[src/hw/hub_cfg_pkg.sv]
/*
  Shared constants and types for the hub option byte decoder: byte offsets,
  field positions, default values, overcurrent delay times and the packed
  settings carrier.
  Assumes a 100 MHz core clock; all cycle counts are derived from it.
*/
package hub_cfg_pkg;

  // ****************************************************************
  // Clock
  // ****************************************************************
  localparam int CLK_PERIOD_NS = 10;

  // ****************************************************************
  // Byte offsets within the configuration image
  // ****************************************************************
  localparam logic [3:0] OFS_OPTION_ONE = 4'h6;
  localparam logic [3:0] OFS_OPTION_TWO = 4'h7;
  localparam logic [3:0] OFS_FIXED_PORTS = 4'h8;
  localparam logic [3:0] OFS_SELF_OFF = 4'h9;
  localparam logic [3:0] OFS_BUS_OFF = 4'hA;
  localparam int NUM_BYTES = 5;

  // ****************************************************************
  // Field positions
  // ****************************************************************
  localparam int BIT_POWER_SOURCE = 7;
  localparam int BIT_LED_SUPPORT = 6;
  localparam int BIT_HS_INHIBIT = 5;
  localparam int BIT_PER_PORT_TT = 4;
  localparam int BIT_EOP_SUPPRESS = 3;
  localparam int BIT_OC_MODE_LO = 1;
  localparam int BIT_PORT_POWER = 0;
  localparam int BIT_DYNAMIC = 7;
  localparam int BIT_OC_DELAY_LO = 4;
  localparam int BIT_COMPOUND = 3;
  localparam int BIT_PORT_LO = 1;
  localparam int NUM_PORTS = 4;

  // ****************************************************************
  // Default values and writable-bit masks
  // ****************************************************************
  localparam logic [7:0] RST_OPTION_ONE_SELF = 8'h98;
  localparam logic [7:0] RST_OPTION_ONE_BUS = 8'h1C;
  localparam logic [7:0] RST_OPTION_TWO = 8'h90;
  localparam logic [7:0] RST_PORT_BYTE = 8'h00;
  localparam logic [7:0] MASK_OPTION_ONE = 8'hFF;
  localparam logic [7:0] MASK_OPTION_TWO = 8'hB8;
  localparam logic [7:0] MASK_PORT_BYTE = 8'h1E;

  // ****************************************************************
  // Overcurrent filter delay (times in microseconds)
  // ****************************************************************
  localparam int OC_DELAY_T0_US = 100;
  localparam int OC_DELAY_T1_US = 2000;
  localparam int OC_DELAY_T2_US = 4000;
  localparam int OC_DELAY_T3_US = 6000;
  localparam int OC_DELAY_C0 = OC_DELAY_T0_US * 1000 / CLK_PERIOD_NS;
  localparam int OC_DELAY_C1 = OC_DELAY_T1_US * 1000 / CLK_PERIOD_NS;
  localparam int OC_DELAY_C2 = OC_DELAY_T2_US * 1000 / CLK_PERIOD_NS;
  localparam int OC_DELAY_C3 = OC_DELAY_T3_US * 1000 / CLK_PERIOD_NS;
  localparam int OC_COUNT_W = 20;

  // ****************************************************************
  // Types
  // ****************************************************************
  typedef enum logic [1:0] {OC_GANGED, OC_PER_PORT, OC_NONE} oc_sense_e;

  typedef struct packed {
    logic selfPowered;
    logic ledIndicatorSupport;
    logic highSpeedInhibit;
    logic perPortTranslatorEnable;
    logic frameEndEopSuppress;
    oc_sense_e overcurrentSenseMode;
    logic portPowerSwitchMode;
    logic dynamicPowerEnable;
    logic compoundDevice;
    logic [3:0] fixedDevicePortMask;
    logic [3:0] portOffMask;
  } hub_settings_s;

endpackage : hub_cfg_pkg

[src/hw/power_source_arbiter.sv]
/*
  Chooses between self and bus power for the hub.
  Assumes the local power detect pin is synchronous to mclk.
*/
`timescale 1ns/1ps
`default_nettype none
module power_source_arbiter (
  // Clock and reset
  input wire logic mclk,
  input wire logic reset_n,
  // Configuration
  input wire logic dynamicEnable,
  input wire logic configSelf,
  // Pin
  input wire logic localPowerDetect,
  // Result
  output logic selfPowered_reg
);

  // ****************************************************************
  // Source selection
  // ****************************************************************
  // Dynamic mode follows the pin both ways, so losing local supply drops
  // to bus power and restoring it returns to self power
  always_ff @(posedge mclk or negedge reset_n) begin
    if (!reset_n) begin
      selfPowered_reg <= 1'b0;
    end else if (dynamicEnable) begin
      selfPowered_reg <= localPowerDetect;
    end else begin
      selfPowered_reg <= configSelf;
    end
  end

endmodule : power_source_arbiter
`default_nettype wire

[src/hw/oc_delay_select.sv]
/*
  Turns the two-bit overcurrent timer code into a filter length in cycles.
  Assumes the code is stable apart from configuration writes.
*/
`timescale 1ns/1ps
`default_nettype none
module oc_delay_select #(
  parameter int COUNT_W = hub_cfg_pkg::OC_COUNT_W,
  parameter int DELAY0 = hub_cfg_pkg::OC_DELAY_C0,
  parameter int DELAY1 = hub_cfg_pkg::OC_DELAY_C1,
  parameter int DELAY2 = hub_cfg_pkg::OC_DELAY_C2,
  parameter int DELAY3 = hub_cfg_pkg::OC_DELAY_C3
) (
  // Clock and reset
  input wire logic mclk,
  input wire logic reset_n,
  // Code
  input wire logic [1:0] delayCode,
  // Result
  output logic [COUNT_W-1:0] delayCycles_reg
);

  // ****************************************************************
  // Lookup
  // ****************************************************************
  function automatic logic [COUNT_W-1:0] codeToCycles(input logic [1:0] code);
    logic [COUNT_W-1:0] c;
    c = COUNT_W'(DELAY1);
    unique case (code)
      2'h0: c = COUNT_W'(DELAY0);
      2'h1: c = COUNT_W'(DELAY1);
      2'h2: c = COUNT_W'(DELAY2);
      2'h3: c = COUNT_W'(DELAY3);
    endcase
    return c;
  endfunction : codeToCycles

  // Registered so the long constants do not sit on a timing path
  always_ff @(posedge mclk or negedge reset_n) begin
    if (!reset_n) begin
      delayCycles_reg <= COUNT_W'(DELAY1);
    end else begin
      delayCycles_reg <= codeToCycles(delayCode);
    end
  end

endmodule : oc_delay_select
`default_nettype wire

[src/hw/hub_option_config_decode.sv]
/*
  Holds the hub option bytes at offsets 6h to Ah and decodes them into the
  settings that the hub engine consumes; gates upstream attach until the
  image has been loaded.
  Assumes the byte source (configuration memory reader or SMBus slave)
  presents one-cycle write strobes synchronous to mclk.
*/
`timescale 1ns/1ps
`default_nettype none
module hub_option_config_decode #(
  parameter int OC_DELAY0 = hub_cfg_pkg::OC_DELAY_C0,
  parameter int OC_DELAY1 = hub_cfg_pkg::OC_DELAY_C1,
  parameter int OC_DELAY2 = hub_cfg_pkg::OC_DELAY_C2,
  parameter int OC_DELAY3 = hub_cfg_pkg::OC_DELAY_C3
) (
  // Clock and reset
  input wire logic mclk,
  input wire logic reset_n,
  // Configuration byte port
  input wire logic cfgWrite,
  input wire logic cfgRead,
  input wire logic [3:0] cfgAddr,
  input wire logic [7:0] cfgWriteData,
  input wire logic cfgLoadDone,
  output logic [7:0] cfgReadData_reg,
  // Straps and pins
  input wire logic strapSelfDefault,
  input wire logic strapExternalConfig,
  input wire logic localPowerDetect,
  // Decoded settings
  output hub_cfg_pkg::hub_settings_s settings_reg,
  output logic [hub_cfg_pkg::OC_COUNT_W-1:0] overcurrentFilterCycles_reg,
  output logic attachEnable_reg,
  output logic configConflict_reg
);

  // ****************************************************************
  // Declarations
  // ****************************************************************
  typedef enum logic [1:0] {ST_STRAP, ST_LOAD, ST_RUN} load_state_e;

  load_state_e state_reg;
  logic [7:0] cfgBytes_reg [hub_cfg_pkg::NUM_BYTES];
  logic selfPowered;
  logic [7:0] optOne;
  logic [7:0] optTwo;
  logic [3:0] selfOffMask;
  logic [3:0] busOffMask;
  logic writeHit;
  logic [2:0] writeIndex;

  // ****************************************************************
  // Helpers
  // ****************************************************************
  // Offset to storage index; out-of-range offsets miss
  function automatic logic [2:0] byteIndex(input logic [3:0] addr);
    return 3'(addr - hub_cfg_pkg::OFS_OPTION_ONE);
  endfunction : byteIndex

  function automatic logic byteHit(input logic [3:0] addr);
    return (addr >= hub_cfg_pkg::OFS_OPTION_ONE) && (addr <= hub_cfg_pkg::OFS_BUS_OFF);
  endfunction : byteHit

  // Reserved bits are stored as zero so they cannot reach any decode
  function automatic logic [7:0] writeMask(input logic [2:0] idx);
    logic [7:0] m;
    m = hub_cfg_pkg::MASK_PORT_BYTE;
    if (idx == 3'h0) begin
      m = hub_cfg_pkg::MASK_OPTION_ONE;
    end else if (idx == 3'h1) begin
      m = hub_cfg_pkg::MASK_OPTION_TWO;
    end
    return m;
  endfunction : writeMask

  function automatic hub_cfg_pkg::oc_sense_e senseDecode(input logic [1:0] code);
    hub_cfg_pkg::oc_sense_e s;
    s = hub_cfg_pkg::OC_NONE;
    if (code == 2'h0) begin
      s = hub_cfg_pkg::OC_GANGED;
    end else if (code == 2'h1) begin
      s = hub_cfg_pkg::OC_PER_PORT;
    end
    return s;
  endfunction : senseDecode

  function automatic logic [3:0] portField(input logic [7:0] b);
    return b[hub_cfg_pkg::BIT_PORT_LO +: hub_cfg_pkg::NUM_PORTS];
  endfunction : portField

  // Contiguous when the mask plus its lowest set bit is a power of two
  function automatic logic isContiguous(input logic [3:0] m);
    logic [4:0] sum;
    sum = {1'b0, m} + {1'b0, m & (~m + 4'h1)};
    return (sum & (sum - 5'h01)) == 5'h00;
  endfunction : isContiguous

  // ****************************************************************
  // Field views
  // ****************************************************************
  assign optOne = cfgBytes_reg[0];
  assign optTwo = cfgBytes_reg[1];
  assign selfOffMask = portField(cfgBytes_reg[3]);
  assign busOffMask = portField(cfgBytes_reg[4]);
  assign writeHit = cfgWrite && byteHit(cfgAddr) && (state_reg != ST_STRAP);
  assign writeIndex = byteIndex(cfgAddr);

  // ****************************************************************
  // Load sequencing
  // ****************************************************************
  // Straps are caught in the first cycle after release, never by reset
  always_ff @(posedge mclk or negedge reset_n) begin
    if (!reset_n) begin
      state_reg <= ST_STRAP;
    end else begin
      unique case (state_reg)
        ST_STRAP: state_reg <= strapExternalConfig ? ST_LOAD : ST_RUN;
        ST_LOAD: begin
          if (cfgLoadDone) begin
            state_reg <= ST_RUN;
          end
        end
        ST_RUN: state_reg <= ST_RUN;
      endcase
    end
  end

  // Attach only once the image is complete
  always_ff @(posedge mclk or negedge reset_n) begin
    if (!reset_n) begin
      attachEnable_reg <= 1'b0;
    end else begin
      attachEnable_reg <= (state_reg == ST_RUN);
    end
  end

  // ****************************************************************
  // Byte storage
  // ****************************************************************
  // Option one default follows the power strap; later writes overwrite the defaults
  always_ff @(posedge mclk or negedge reset_n) begin
    if (!reset_n) begin
      cfgBytes_reg[0] <= hub_cfg_pkg::RST_OPTION_ONE_SELF;
      cfgBytes_reg[1] <= hub_cfg_pkg::RST_OPTION_TWO;
      cfgBytes_reg[2] <= hub_cfg_pkg::RST_PORT_BYTE;
      cfgBytes_reg[3] <= hub_cfg_pkg::RST_PORT_BYTE;
      cfgBytes_reg[4] <= hub_cfg_pkg::RST_PORT_BYTE;
    end else if (state_reg == ST_STRAP) begin
      cfgBytes_reg[0] <= strapSelfDefault ? hub_cfg_pkg::RST_OPTION_ONE_SELF
                                          : hub_cfg_pkg::RST_OPTION_ONE_BUS;
    end else if (writeHit) begin
      cfgBytes_reg[writeIndex] <= cfgWriteData & writeMask(writeIndex);
    end
  end

  // Read-back shows stored bytes; unmapped offsets read zero
  always_ff @(posedge mclk or negedge reset_n) begin
    if (!reset_n) begin
      cfgReadData_reg <= 8'h00;
    end else if (cfgRead) begin
      cfgReadData_reg <= byteHit(cfgAddr) ? cfgBytes_reg[byteIndex(cfgAddr)] : 8'h00;
    end
  end

  // ****************************************************************
  // Power source and overcurrent delay
  // ****************************************************************
  power_source_arbiter u_power (
    .mclk(mclk),
    .reset_n(reset_n),
    .dynamicEnable(optTwo[hub_cfg_pkg::BIT_DYNAMIC]),
    .configSelf(optOne[hub_cfg_pkg::BIT_POWER_SOURCE]),
    .localPowerDetect(localPowerDetect),
    .selfPowered_reg(selfPowered)
  );

  oc_delay_select #(
    .COUNT_W(hub_cfg_pkg::OC_COUNT_W),
    .DELAY0(OC_DELAY0),
    .DELAY1(OC_DELAY1),
    .DELAY2(OC_DELAY2),
    .DELAY3(OC_DELAY3)
  ) u_ocdelay (
    .mclk(mclk),
    .reset_n(reset_n),
    .delayCode(optTwo[hub_cfg_pkg::BIT_OC_DELAY_LO +: 2]),
    .delayCycles_reg(overcurrentFilterCycles_reg)
  );

  // ****************************************************************
  // Settings decode
  // ****************************************************************
  // One register stage; every field moves one cycle after its byte, except selfPowered and the portOffMask choice, which take two through the arbiter
  always_ff @(posedge mclk or negedge reset_n) begin
    if (!reset_n) begin
      settings_reg <= '0;
    end else begin
      settings_reg.selfPowered <= selfPowered;
      settings_reg.ledIndicatorSupport <= optOne[hub_cfg_pkg::BIT_LED_SUPPORT];
      settings_reg.highSpeedInhibit <= optOne[hub_cfg_pkg::BIT_HS_INHIBIT];
      settings_reg.perPortTranslatorEnable <= optOne[hub_cfg_pkg::BIT_PER_PORT_TT];
      settings_reg.frameEndEopSuppress <= optOne[hub_cfg_pkg::BIT_EOP_SUPPRESS];
      settings_reg.overcurrentSenseMode <=
        senseDecode(optOne[hub_cfg_pkg::BIT_OC_MODE_LO +: 2]);
      settings_reg.portPowerSwitchMode <= optOne[hub_cfg_pkg::BIT_PORT_POWER];
      settings_reg.dynamicPowerEnable <= optTwo[hub_cfg_pkg::BIT_DYNAMIC];
      settings_reg.compoundDevice <= optTwo[hub_cfg_pkg::BIT_COMPOUND];
      settings_reg.fixedDevicePortMask <= portField(cfgBytes_reg[2]);
      settings_reg.portOffMask <= selfPowered ? selfOffMask : busOffMask;
    end
  end

  // Flags source mistakes the hub tolerates but should not see
  always_ff @(posedge mclk or negedge reset_n) begin
    if (!reset_n) begin
      configConflict_reg <= 1'b0;
    end else begin
      configConflict_reg <= (selfPowered && optOne[hub_cfg_pkg::BIT_OC_MODE_LO + 1])
                            || !isContiguous(selfOffMask)
                            || !isContiguous(busOffMask);
    end
  end

  // ****************************************************************
  // Assertions
  // ****************************************************************
  property p_power_static;
    @(posedge mclk) disable iff (!reset_n)
    (!optTwo[hub_cfg_pkg::BIT_DYNAMIC] && $stable(optTwo) && $stable(optOne))
      |=> ##1 settings_reg.selfPowered == $past(optOne[hub_cfg_pkg::BIT_POWER_SOURCE], 2);
  endproperty
  a_power_static: assert property (p_power_static) else $error("static power source wrong");

  property p_power_dynamic;
    @(posedge mclk) disable iff (!reset_n)
    optTwo[hub_cfg_pkg::BIT_DYNAMIC] |-> ##2
      settings_reg.selfPowered == $past(localPowerDetect, 2) || !$past(optTwo[7], 1);
  endproperty
  a_power_dynamic: assert property (p_power_dynamic) else $error("dynamic power ignores pin");

  property p_speed_inhibit;
    @(posedge mclk) disable iff (!reset_n)
    ##1 settings_reg.highSpeedInhibit == $past(optOne[hub_cfg_pkg::BIT_HS_INHIBIT]);
  endproperty
  a_speed_inhibit: assert property (p_speed_inhibit) else $error("speed inhibit wrong");

  property p_led_tt_eop;
    @(posedge mclk) disable iff (!reset_n)
    $rose(reset_n) or 1'b1 |=> {settings_reg.ledIndicatorSupport,
      settings_reg.perPortTranslatorEnable, settings_reg.frameEndEopSuppress}
      == $past({optOne[6], optOne[4], optOne[3]});
  endproperty
  a_led_tt_eop: assert property (p_led_tt_eop) else $error("option one flags wrong");

  property p_sense_none;
    @(posedge mclk) disable iff (!reset_n)
    optOne[2] |=> settings_reg.overcurrentSenseMode == hub_cfg_pkg::OC_NONE;
  endproperty
  a_sense_none: assert property (p_sense_none) else $error("sense mode not none");

  property p_sense_ports;
    @(posedge mclk) disable iff (!reset_n)
    (optOne[2:1] == 2'h1) |=> settings_reg.overcurrentSenseMode == hub_cfg_pkg::OC_PER_PORT;
  endproperty
  a_sense_ports: assert property (p_sense_ports) else $error("sense mode not per port");

  property p_delay_default;
    @(posedge mclk) disable iff (!reset_n)
    (optTwo[5:4] == 2'h1) [*2] |-> overcurrentFilterCycles_reg == OC_DELAY1;
  endproperty
  a_delay_default: assert property (p_delay_default) else $error("default delay wrong");

  property p_port_select;
    @(posedge mclk) disable iff (!reset_n)
    !selfPowered |=> settings_reg.portOffMask == $past(busOffMask);
  endproperty
  a_port_select: assert property (p_port_select) else $error("bus mask not used");

  property p_self_mask;
    @(posedge mclk) disable iff (!reset_n)
    selfPowered |=> settings_reg.portOffMask == $past(selfOffMask)
      && settings_reg.fixedDevicePortMask == $past(portField(cfgBytes_reg[2]));
  endproperty
  a_self_mask: assert property (p_self_mask) else $error("self mask or fixed ports wrong");

  property p_no_early_attach;
    @(posedge mclk) disable iff (!reset_n)
    (state_reg == ST_LOAD) |=> !attachEnable_reg;
  endproperty
  a_no_early_attach: assert property (p_no_early_attach) else $error("attach before load");

  property p_reserved_zero;
    @(posedge mclk) disable iff (!reset_n)
    ((optTwo & ~hub_cfg_pkg::MASK_OPTION_TWO) == 8'h00)
      && ((cfgBytes_reg[2] & ~hub_cfg_pkg::MASK_PORT_BYTE) == 8'h00);
  endproperty
  a_reserved_zero: assert property (p_reserved_zero) else $error("reserved bits stored");

  property p_compound;
    @(posedge mclk) disable iff (!reset_n)
    $rose(optTwo[3]) |=> settings_reg.compoundDevice ##1 settings_reg.compoundDevice || !optTwo[3];
  endproperty
  a_compound: assert property (p_compound) else $error("compound flag lost");

  c_load_attach: cover property (@(posedge mclk) disable iff (!reset_n)
    state_reg == ST_LOAD ##[1:50] attachEnable_reg);
  c_dynamic_drop: cover property (@(posedge mclk) disable iff (!reset_n)
    settings_reg.dynamicPowerEnable && $fell(settings_reg.selfPowered));
  c_conflict: cover property (@(posedge mclk) disable iff (!reset_n) configConflict_reg);

endmodule : hub_option_config_decode
`default_nettype wire

[config.mk]
export PLATFORM = sky130hd
export DESIGN_NAME = hub_option_config_decode
export DESIGN_NICKNAME = d
export VERILOG_FILES = /design/src/hw/hub_cfg_pkg.sv /design/src/hw/power_source_arbiter.sv /design/src/hw/oc_delay_select.sv /design/src/hw/hub_option_config_decode.sv
export SDC_FILE = /design/constraint.sdc
export NUM_CORES = 1
export LEC_CHECK = 0
export BUFFER_PORTS_ARGS = -buffer_cell sky130_fd_sc_hd__buf_2
export CAP_MARGIN = 20
export CORE_MARGIN = 3
export CORE_UTILIZATION = 50
export DETAILED_ROUTE_END_ITERATION = 12
export PLACE_DENSITY = 0.73
export SYNTH_ARGS = -nofsm -noshare
export SYNTH_HDL_FRONTEND = slang
export SYNTH_SLANG_ARGS = --single-unit
[constraint.sdc]
create_clock -name mclk -period 2.4 [get_ports mclk]
set_input_delay 0.48 -clock mclk [delete_from_list [all_inputs] [get_ports mclk]]
set_output_delay 0.48 -clock mclk [all_outputs]
set_load 0.1 [all_outputs]
==> metrics.txt, run 1 <==
total CTS buffers 9; post-synthesis cell count between 200 and 300; f_max around 0.47 GHz; # Post-CTS Setup Buffers 0; fraction of registers with async set/reset 100%; hold buffers post-CTS 0; number of global-route vias before repair 2,431; WL/cell approximately 17 microns; crit path kind flip-flop to flip-flop; WP data arrival 2.33 ns; Post-Syn Area around 0.0035 sq mm; Leak 2.02 nW; number of antenna violations at the first check in global routing 0; post_cts resized 0; commonest non-fill, non-tap cells in the layout 72 x dfrtp_1, 59 x buf_2, 34 x mux2_2; Final Critical Period between 2 and 2.5 ns; cell depth of the worst flop-to-flop path 7; P per Cell Area between 1000 and 1500 mW/mm^2; Final Hold Vio Count 0; worst r2r src state_reg[0]; YS warnings 0; total track usage around 20%; Core Region roughly 0.0066 sq mm; die area 0.00807 sq mm; # clock sinks 80; Max VDD drop approximately 0.00058 V; Unique masters post-synth 43; Final setup viols 0; RePlAce Congestion approximately 0.8; Clock Tree Buf Depth 2; DR vias/cell between 5 and 6; final core utilization approximately 63%; Pre-Repair DR Iteration Count 5; setup TNS 0 ns; R2R Setup Slk 0.29 ns; final setup skew about 0.012 ns; Largest register FFs 20; Syn-to-layout area delta 17.7%; Crit Path Max Fanout 8; ant diodes 0; Slew @ Worst Pin between 0.5 and 0.6 ns; clk root buf clkbuf_8; EDFF count, synth 0; H-tree levels 3; Startpoint Class flip-flop; max-cap violations 0; Slew Viols, Final 0; Final Cycle Share approximately 90%; ys flop type dfrtp_1; Routed Antenna Nets 0; relative slew slack between 60% and 70%; I/O pin count 68; # fillers 501; Worst EP required 2.62 ns; clock latency on the worst-skew pair ~0.35 ns; DP HPWL 5290 microns; total via count in the routed design ~2,300; Iter 0 DRT Violations ~90; outcome finished, final reports clean; Total Wirelength 7460 microns; #FFs+latches synth 80; CTS tree yes; PortBufs 60; global-route wire length before repair between 10,000 and 15,000 microns; Overflow after GRT 0; RSZ-0062 raised after global routing no; share of cells above drive strength 1 between 40% and 50%; Starting Density between 50% and 60%; Chip Width roughly 90 microns; drc violations 0; Clk pin slew, worst setup/hold paths 0.07 ns; Reg2Reg Capture Point cfgBytes_reg[20]; Die Y between 80 and 90 microns; hold crit path type input port to asynchronous set/reset pin; largest net degree at the start of global routing 45; most common cell after layout, fill and taps aside dfrtp_1; num rows 29; CP endpoint kind flip-flop; register area share after synthesis 57.3%; total chip power between 4 and 5 mW; synthesized area per cell ~14 sq um; Final nets around 360
## Yosys cell counts (2+ instances only)
cell / instances / area [sq um]
dfrtp_1: 72 / 1800
mux2_2: 34 / 383
inv_1: 19 / 71.3
buf_4: 11 / 82.6
ha_1: 11 / 138
o22ai_1: 10 / 62.6
nand3_1: 9 / 45.0
a22oi_1: 8 / 60.1
dfstp_2: 8 / 210
mux4_2: 8 / 180
a21oi_1: 6 / 30.0
nor2b_1: 6 / 37.5
o211ai_1: 6 / 45.0
buf_2: 5 / 25.0
nand2_1: 5 / 18.8
nor2_1: 5 / 18.8
a21boi_0: 3 / 22.5
and3b_1: 3 / 26.3
a211oi_2: 2 / 25.0
and2_1: 2 / 12.5
buf_6: 2 / 22.5
clkbuf_1: 2 / 7.51
o21ai_1: 2 / 10.0
## per-stage QoR
stage	hold WS, ns	cells	instance area [sq um]	worst slack [ns]
floorplan	0.184	265	3530	0.379
global placement	0.391	414	3950	0.191
detailed placement	0.391	414	3950	0.166
CTS	0.135	430	4140	0.316
global route	0.149	430	4140	0.166
finish	0.118	430	4140	0.293
## critical path, cell delays in order (launching register included)
cell and delay, ns:
dfrtp_1 0.38, inv_1 0.07, ha_1 0.31, inv_1 0.23, nand2_1 0.19, a2111oi_4 0.22, buf_4 0.23, mux2_2 0.35
## per-layer routing
metal  track usage [%]  share of wire [%]
met5                 0                  0
met3              4.34                6.9
met1              25.9                 42
met2              29.9                 48
met4              11.6                2.5
## worst max-delay path by stage
stage,startpoint,cells after the start,slack [ns],endpoint
after floorplan,cfgAddr[2],5,0.38,cfgBytes_reg[19]
after global placement,cfgAddr[1],6,0.19,cfgBytes_reg[7]
after detailed placement,cfgAddr[1],6,0.17,busOffMask[3]
after CTS,state_reg[0],7,0.32,cfgBytes_reg[20]
after global routing,state_reg[0],7,0.17,cfgBytes_reg[20]
final,state_reg[0],7,0.29,cfgBytes_reg[20]
## where the power goes
part	internal (mW)	total, mW	switching (mW)
Clock	0.479	0.937	0.458
Sequential	1.68	1.88	0.198
Combinational	0.412	2.00	1.59
Total	2.57	4.82	2.24
## cells by family (layout without fill, tap and decap cells)
group           count (synthesis)  count (layout)  share of synthesized area [%]
compound gates                 44              44                           9.80
fa+ha+maj                      11              11                           3.92
buf+inv                        41             113                           6.16
flops                          80              80                           57.3
mux                            43              43                           16.3
other cells                     1               7                          0.107
simple gates                   39              39                           6.41
## area by class of cell
type / instances / area (sq um) / area share, %
clock inverter: 4 / 47.5 / 1.15
inverter: 20 / 75.1 / 1.82
tap: 93 / 116 / 2.81
timing repair buffer: 77 / 443 / 10.7
sequential: 80 / 2010 / 48.7
multi-input combinational: 144 / 1310 / 31.6
clock buffer: 12 / 135 / 3.27
No activity file was read; power rests on OpenSTA's default activity.
==> run 2: changes to the inputs <==
CORE_ASPECT_RATIO = 0.6   (was default)
CORE_MARGIN = 4   (was 3)
==> run 2 against run 1 <==
Net effect:
- core utilization fell by 0.051 points
- power rose by 7.8%
- first-iteration DRC count rose by 110%
- sequential power barely moved
- wire length rose by 6.3%
- critical path type unchanged
- largest cell class unchanged
==> metrics.txt, run 2 (synthesized netlist as in run 1, its figures left out) <==
WL met1 3610 microns (+14%); Clock Tree Buf Depth 2 (unchanged); CP endpoint kind flip-flop; clk root buf clkbuf_16; Final Hold Vio Count 0 (unchanged); hold buffers post-CTS 0 (unchanged); total track usage 20.5% (+0.82 points); total via count in the routed design 2,331 (+2.1%); most common cell after layout, fill and taps aside dfrtp_1; crit path kind flip-flop to flip-flop; clock latency on the worst-skew pair 0.33 ns (-0.02 ns); Starting Density 52.2% (-1.3 points); Largest register FFs 20 (unchanged); setup TNS 0 ns (unchanged); cell depth of the worst flop-to-flop path 7 (unchanged); die area 0.00847 sq mm (+5.1%); Die Y 72.9 microns (-19%); WP data arrival 2.36 ns (+0.03 ns); P per Cell Area 1230 mW/mm^2 (+5.2%); Final nets 364 (+0.28%); met2 wire len 3370 microns (-6.2%); Slew @ Worst Pin 0.521 ns (-0.0283 ns); number of global-route vias before repair 2,363 (-2.8%); hold crit path type input port to asynchronous set/reset pin; Routed Antenna Nets 0 (unchanged); Final Critical Period 2.15 ns (+0.0413 ns); Final setup viols 0 (unchanged); Routed met3 length 853 microns (+65%); f_max 0.465 GHz (-1.9%); H-tree levels 3 (unchanged); DP HPWL 5740 microns (+8.6%); Worst EP required 2.61 ns (about the same); RSZ-0062 raised after global routing no; ant diodes 0 (unchanged); Pre-Repair DR Iteration Count 4 (-1); CTS tree yes; RePlAce Congestion 0.835 (+4.5%); # Post-CTS Setup Buffers 0 (unchanged); Startpoint Class flip-flop; switching pwr 2.33 mW (+3.9%); share of cells above drive strength 1 43.8% (+0.46 points); Clock power frac 24.5% (+5.1 points); Max Used Layer met4; commonest non-fill, non-tap cells in the layout 72 x dfrtp_1, 59 x buf_2, 34 x mux2_2; Internal 2.86 mW (+11%); relative slew slack 65.3% (+1.9 points); Iter 0 DRT Violations 186 (+110%); Slew Viols, Final 0 (unchanged); # clock sinks 80 (unchanged); Syn-to-layout area delta 20.6%; switch share 44.9% (-1.7 points); total chip power 5.19 mW (+7.8%); Clk pin slew, worst setup/hold paths 0.06 ns (about the same); PortBufs 60 (unchanged); largest net degree at the start of global routing 43 (-4.4%); Crit Path Max Fanout 7 (-1); Max VDD drop 0.000918 V (+59%); global-route wire length before repair 12,800 microns (+4.3%); drc violations 0 (unchanged); number of antenna violations at the first check in global routing 0 (unchanged); DR vias/cell 5.48 (+3.3%); Core Region 0.00673 sq mm (+2.5%); max-cap violations 0 (unchanged); setup ws final 0.251 ns (-0.0413 ns); post_cts resized 0 (unchanged); WL/cell 18.7 microns (+7.6%); Flop pwr share 36.6% (-2.5 points); Overflow after GRT 0 (unchanged); Total Wirelength 7930 microns (+6.3%); num rows 23 (-21%); Final Cycle Share 89.5% (+1.7 points); final setup skew 0.00614 ns (-0.00621 ns); Placement Setup Slack 0.190 ns (+0.0240 ns); total CTS buffers 9 (unchanged); I/O pin count 68 (unchanged); combinational power share 38.9% (-2.6 points); outcome finished, final reports clean; Leak 2.07 nW (+2.4%); Chip Width 116 microns (+29%)
==> run 2: changes by cell type in the layout (fill, tap and decap cells not counted) <==
cell / previous run / this run
clkinvlp_4: 1 / 2
clkbuf_8: 9 / 2
inv_6: 0 / 1
clkbuf_1: 3 / 2
clkinv_2: 2 / 0
buf_4: 17 / 18
bufinv_16: 1 / 0
clkbuf_16: 0 / 9
==> run 2: critical path, stage by stage (launching register included) <==
cell      delay (ns)
dfrtp_1         0.37
inv_1           0.07
ha_1            0.31
inv_1           0.25
nand2_1         0.20
a211oi_2        0.26
buf_4           0.21
mux2_2          0.34
==> run 2: final cells by class <==
type / count / area (sq um)
Inverter: 20 / 75.1
Timing Repair Buffer: 78 / 450
Tap cell: 87 / 109
Fill cell: 552 / 2500
Clock inverter: 3 / 23.8
Multi-Input combinational cell: 144 / 1310
Clock buffer: 13 / 260
Sequential cell: 80 / 2010
==> run 2: final timing paths <==
check                                 start                      end  slack [ns]
setup / recovery               state_reg[0]                optTwo[5]        0.25
hold / removal                      reset_n         cfgBytes_reg[14]        0.13
setup reg to reg               state_reg[0]                optTwo[5]        0.25
hold reg to reg                   optOne[0]         settings_reg[10]        0.41
max in group asynchronous           reset_n                optTwo[7]        1.62
min in group mclk          localPowerDetect  u_power.selfPowered_reg        0.38
==> run 2: stage by stage <==
stage / area, sq um / cells / hold WS, ns / util (%)
global placement: 3950 / 409 / 0.390 / 58.7
detailed placement: 3950 / 409 / 0.395 / 58.7
floorplan: 3530 / 265 / 0.184 / -
finish: 4240 / 425 / 0.134 / 62.9
global route: 4240 / 425 / 0.167 / 62.9
CTS: 4240 / 425 / 0.139 / 62.9
==> run 2: layer usage <==
metal	GRT usage [%]	up-vias
met5	0	-
met4	6.18	0
met3	7.37	11
met2	29.1	103
met1	29.5	1164
li1	-	1053
==> run 2: power groups by stage <==
stage	registers [mW]	logic (mW)	clock network [mW]
floorplan	2.96	0.611	0
global placement	1.91	2.00	0
detailed placement	1.92	2.02	0
CTS	1.90	2.03	1.30
global route	1.94	2.10	1.37
finish	1.90	2.02	1.27
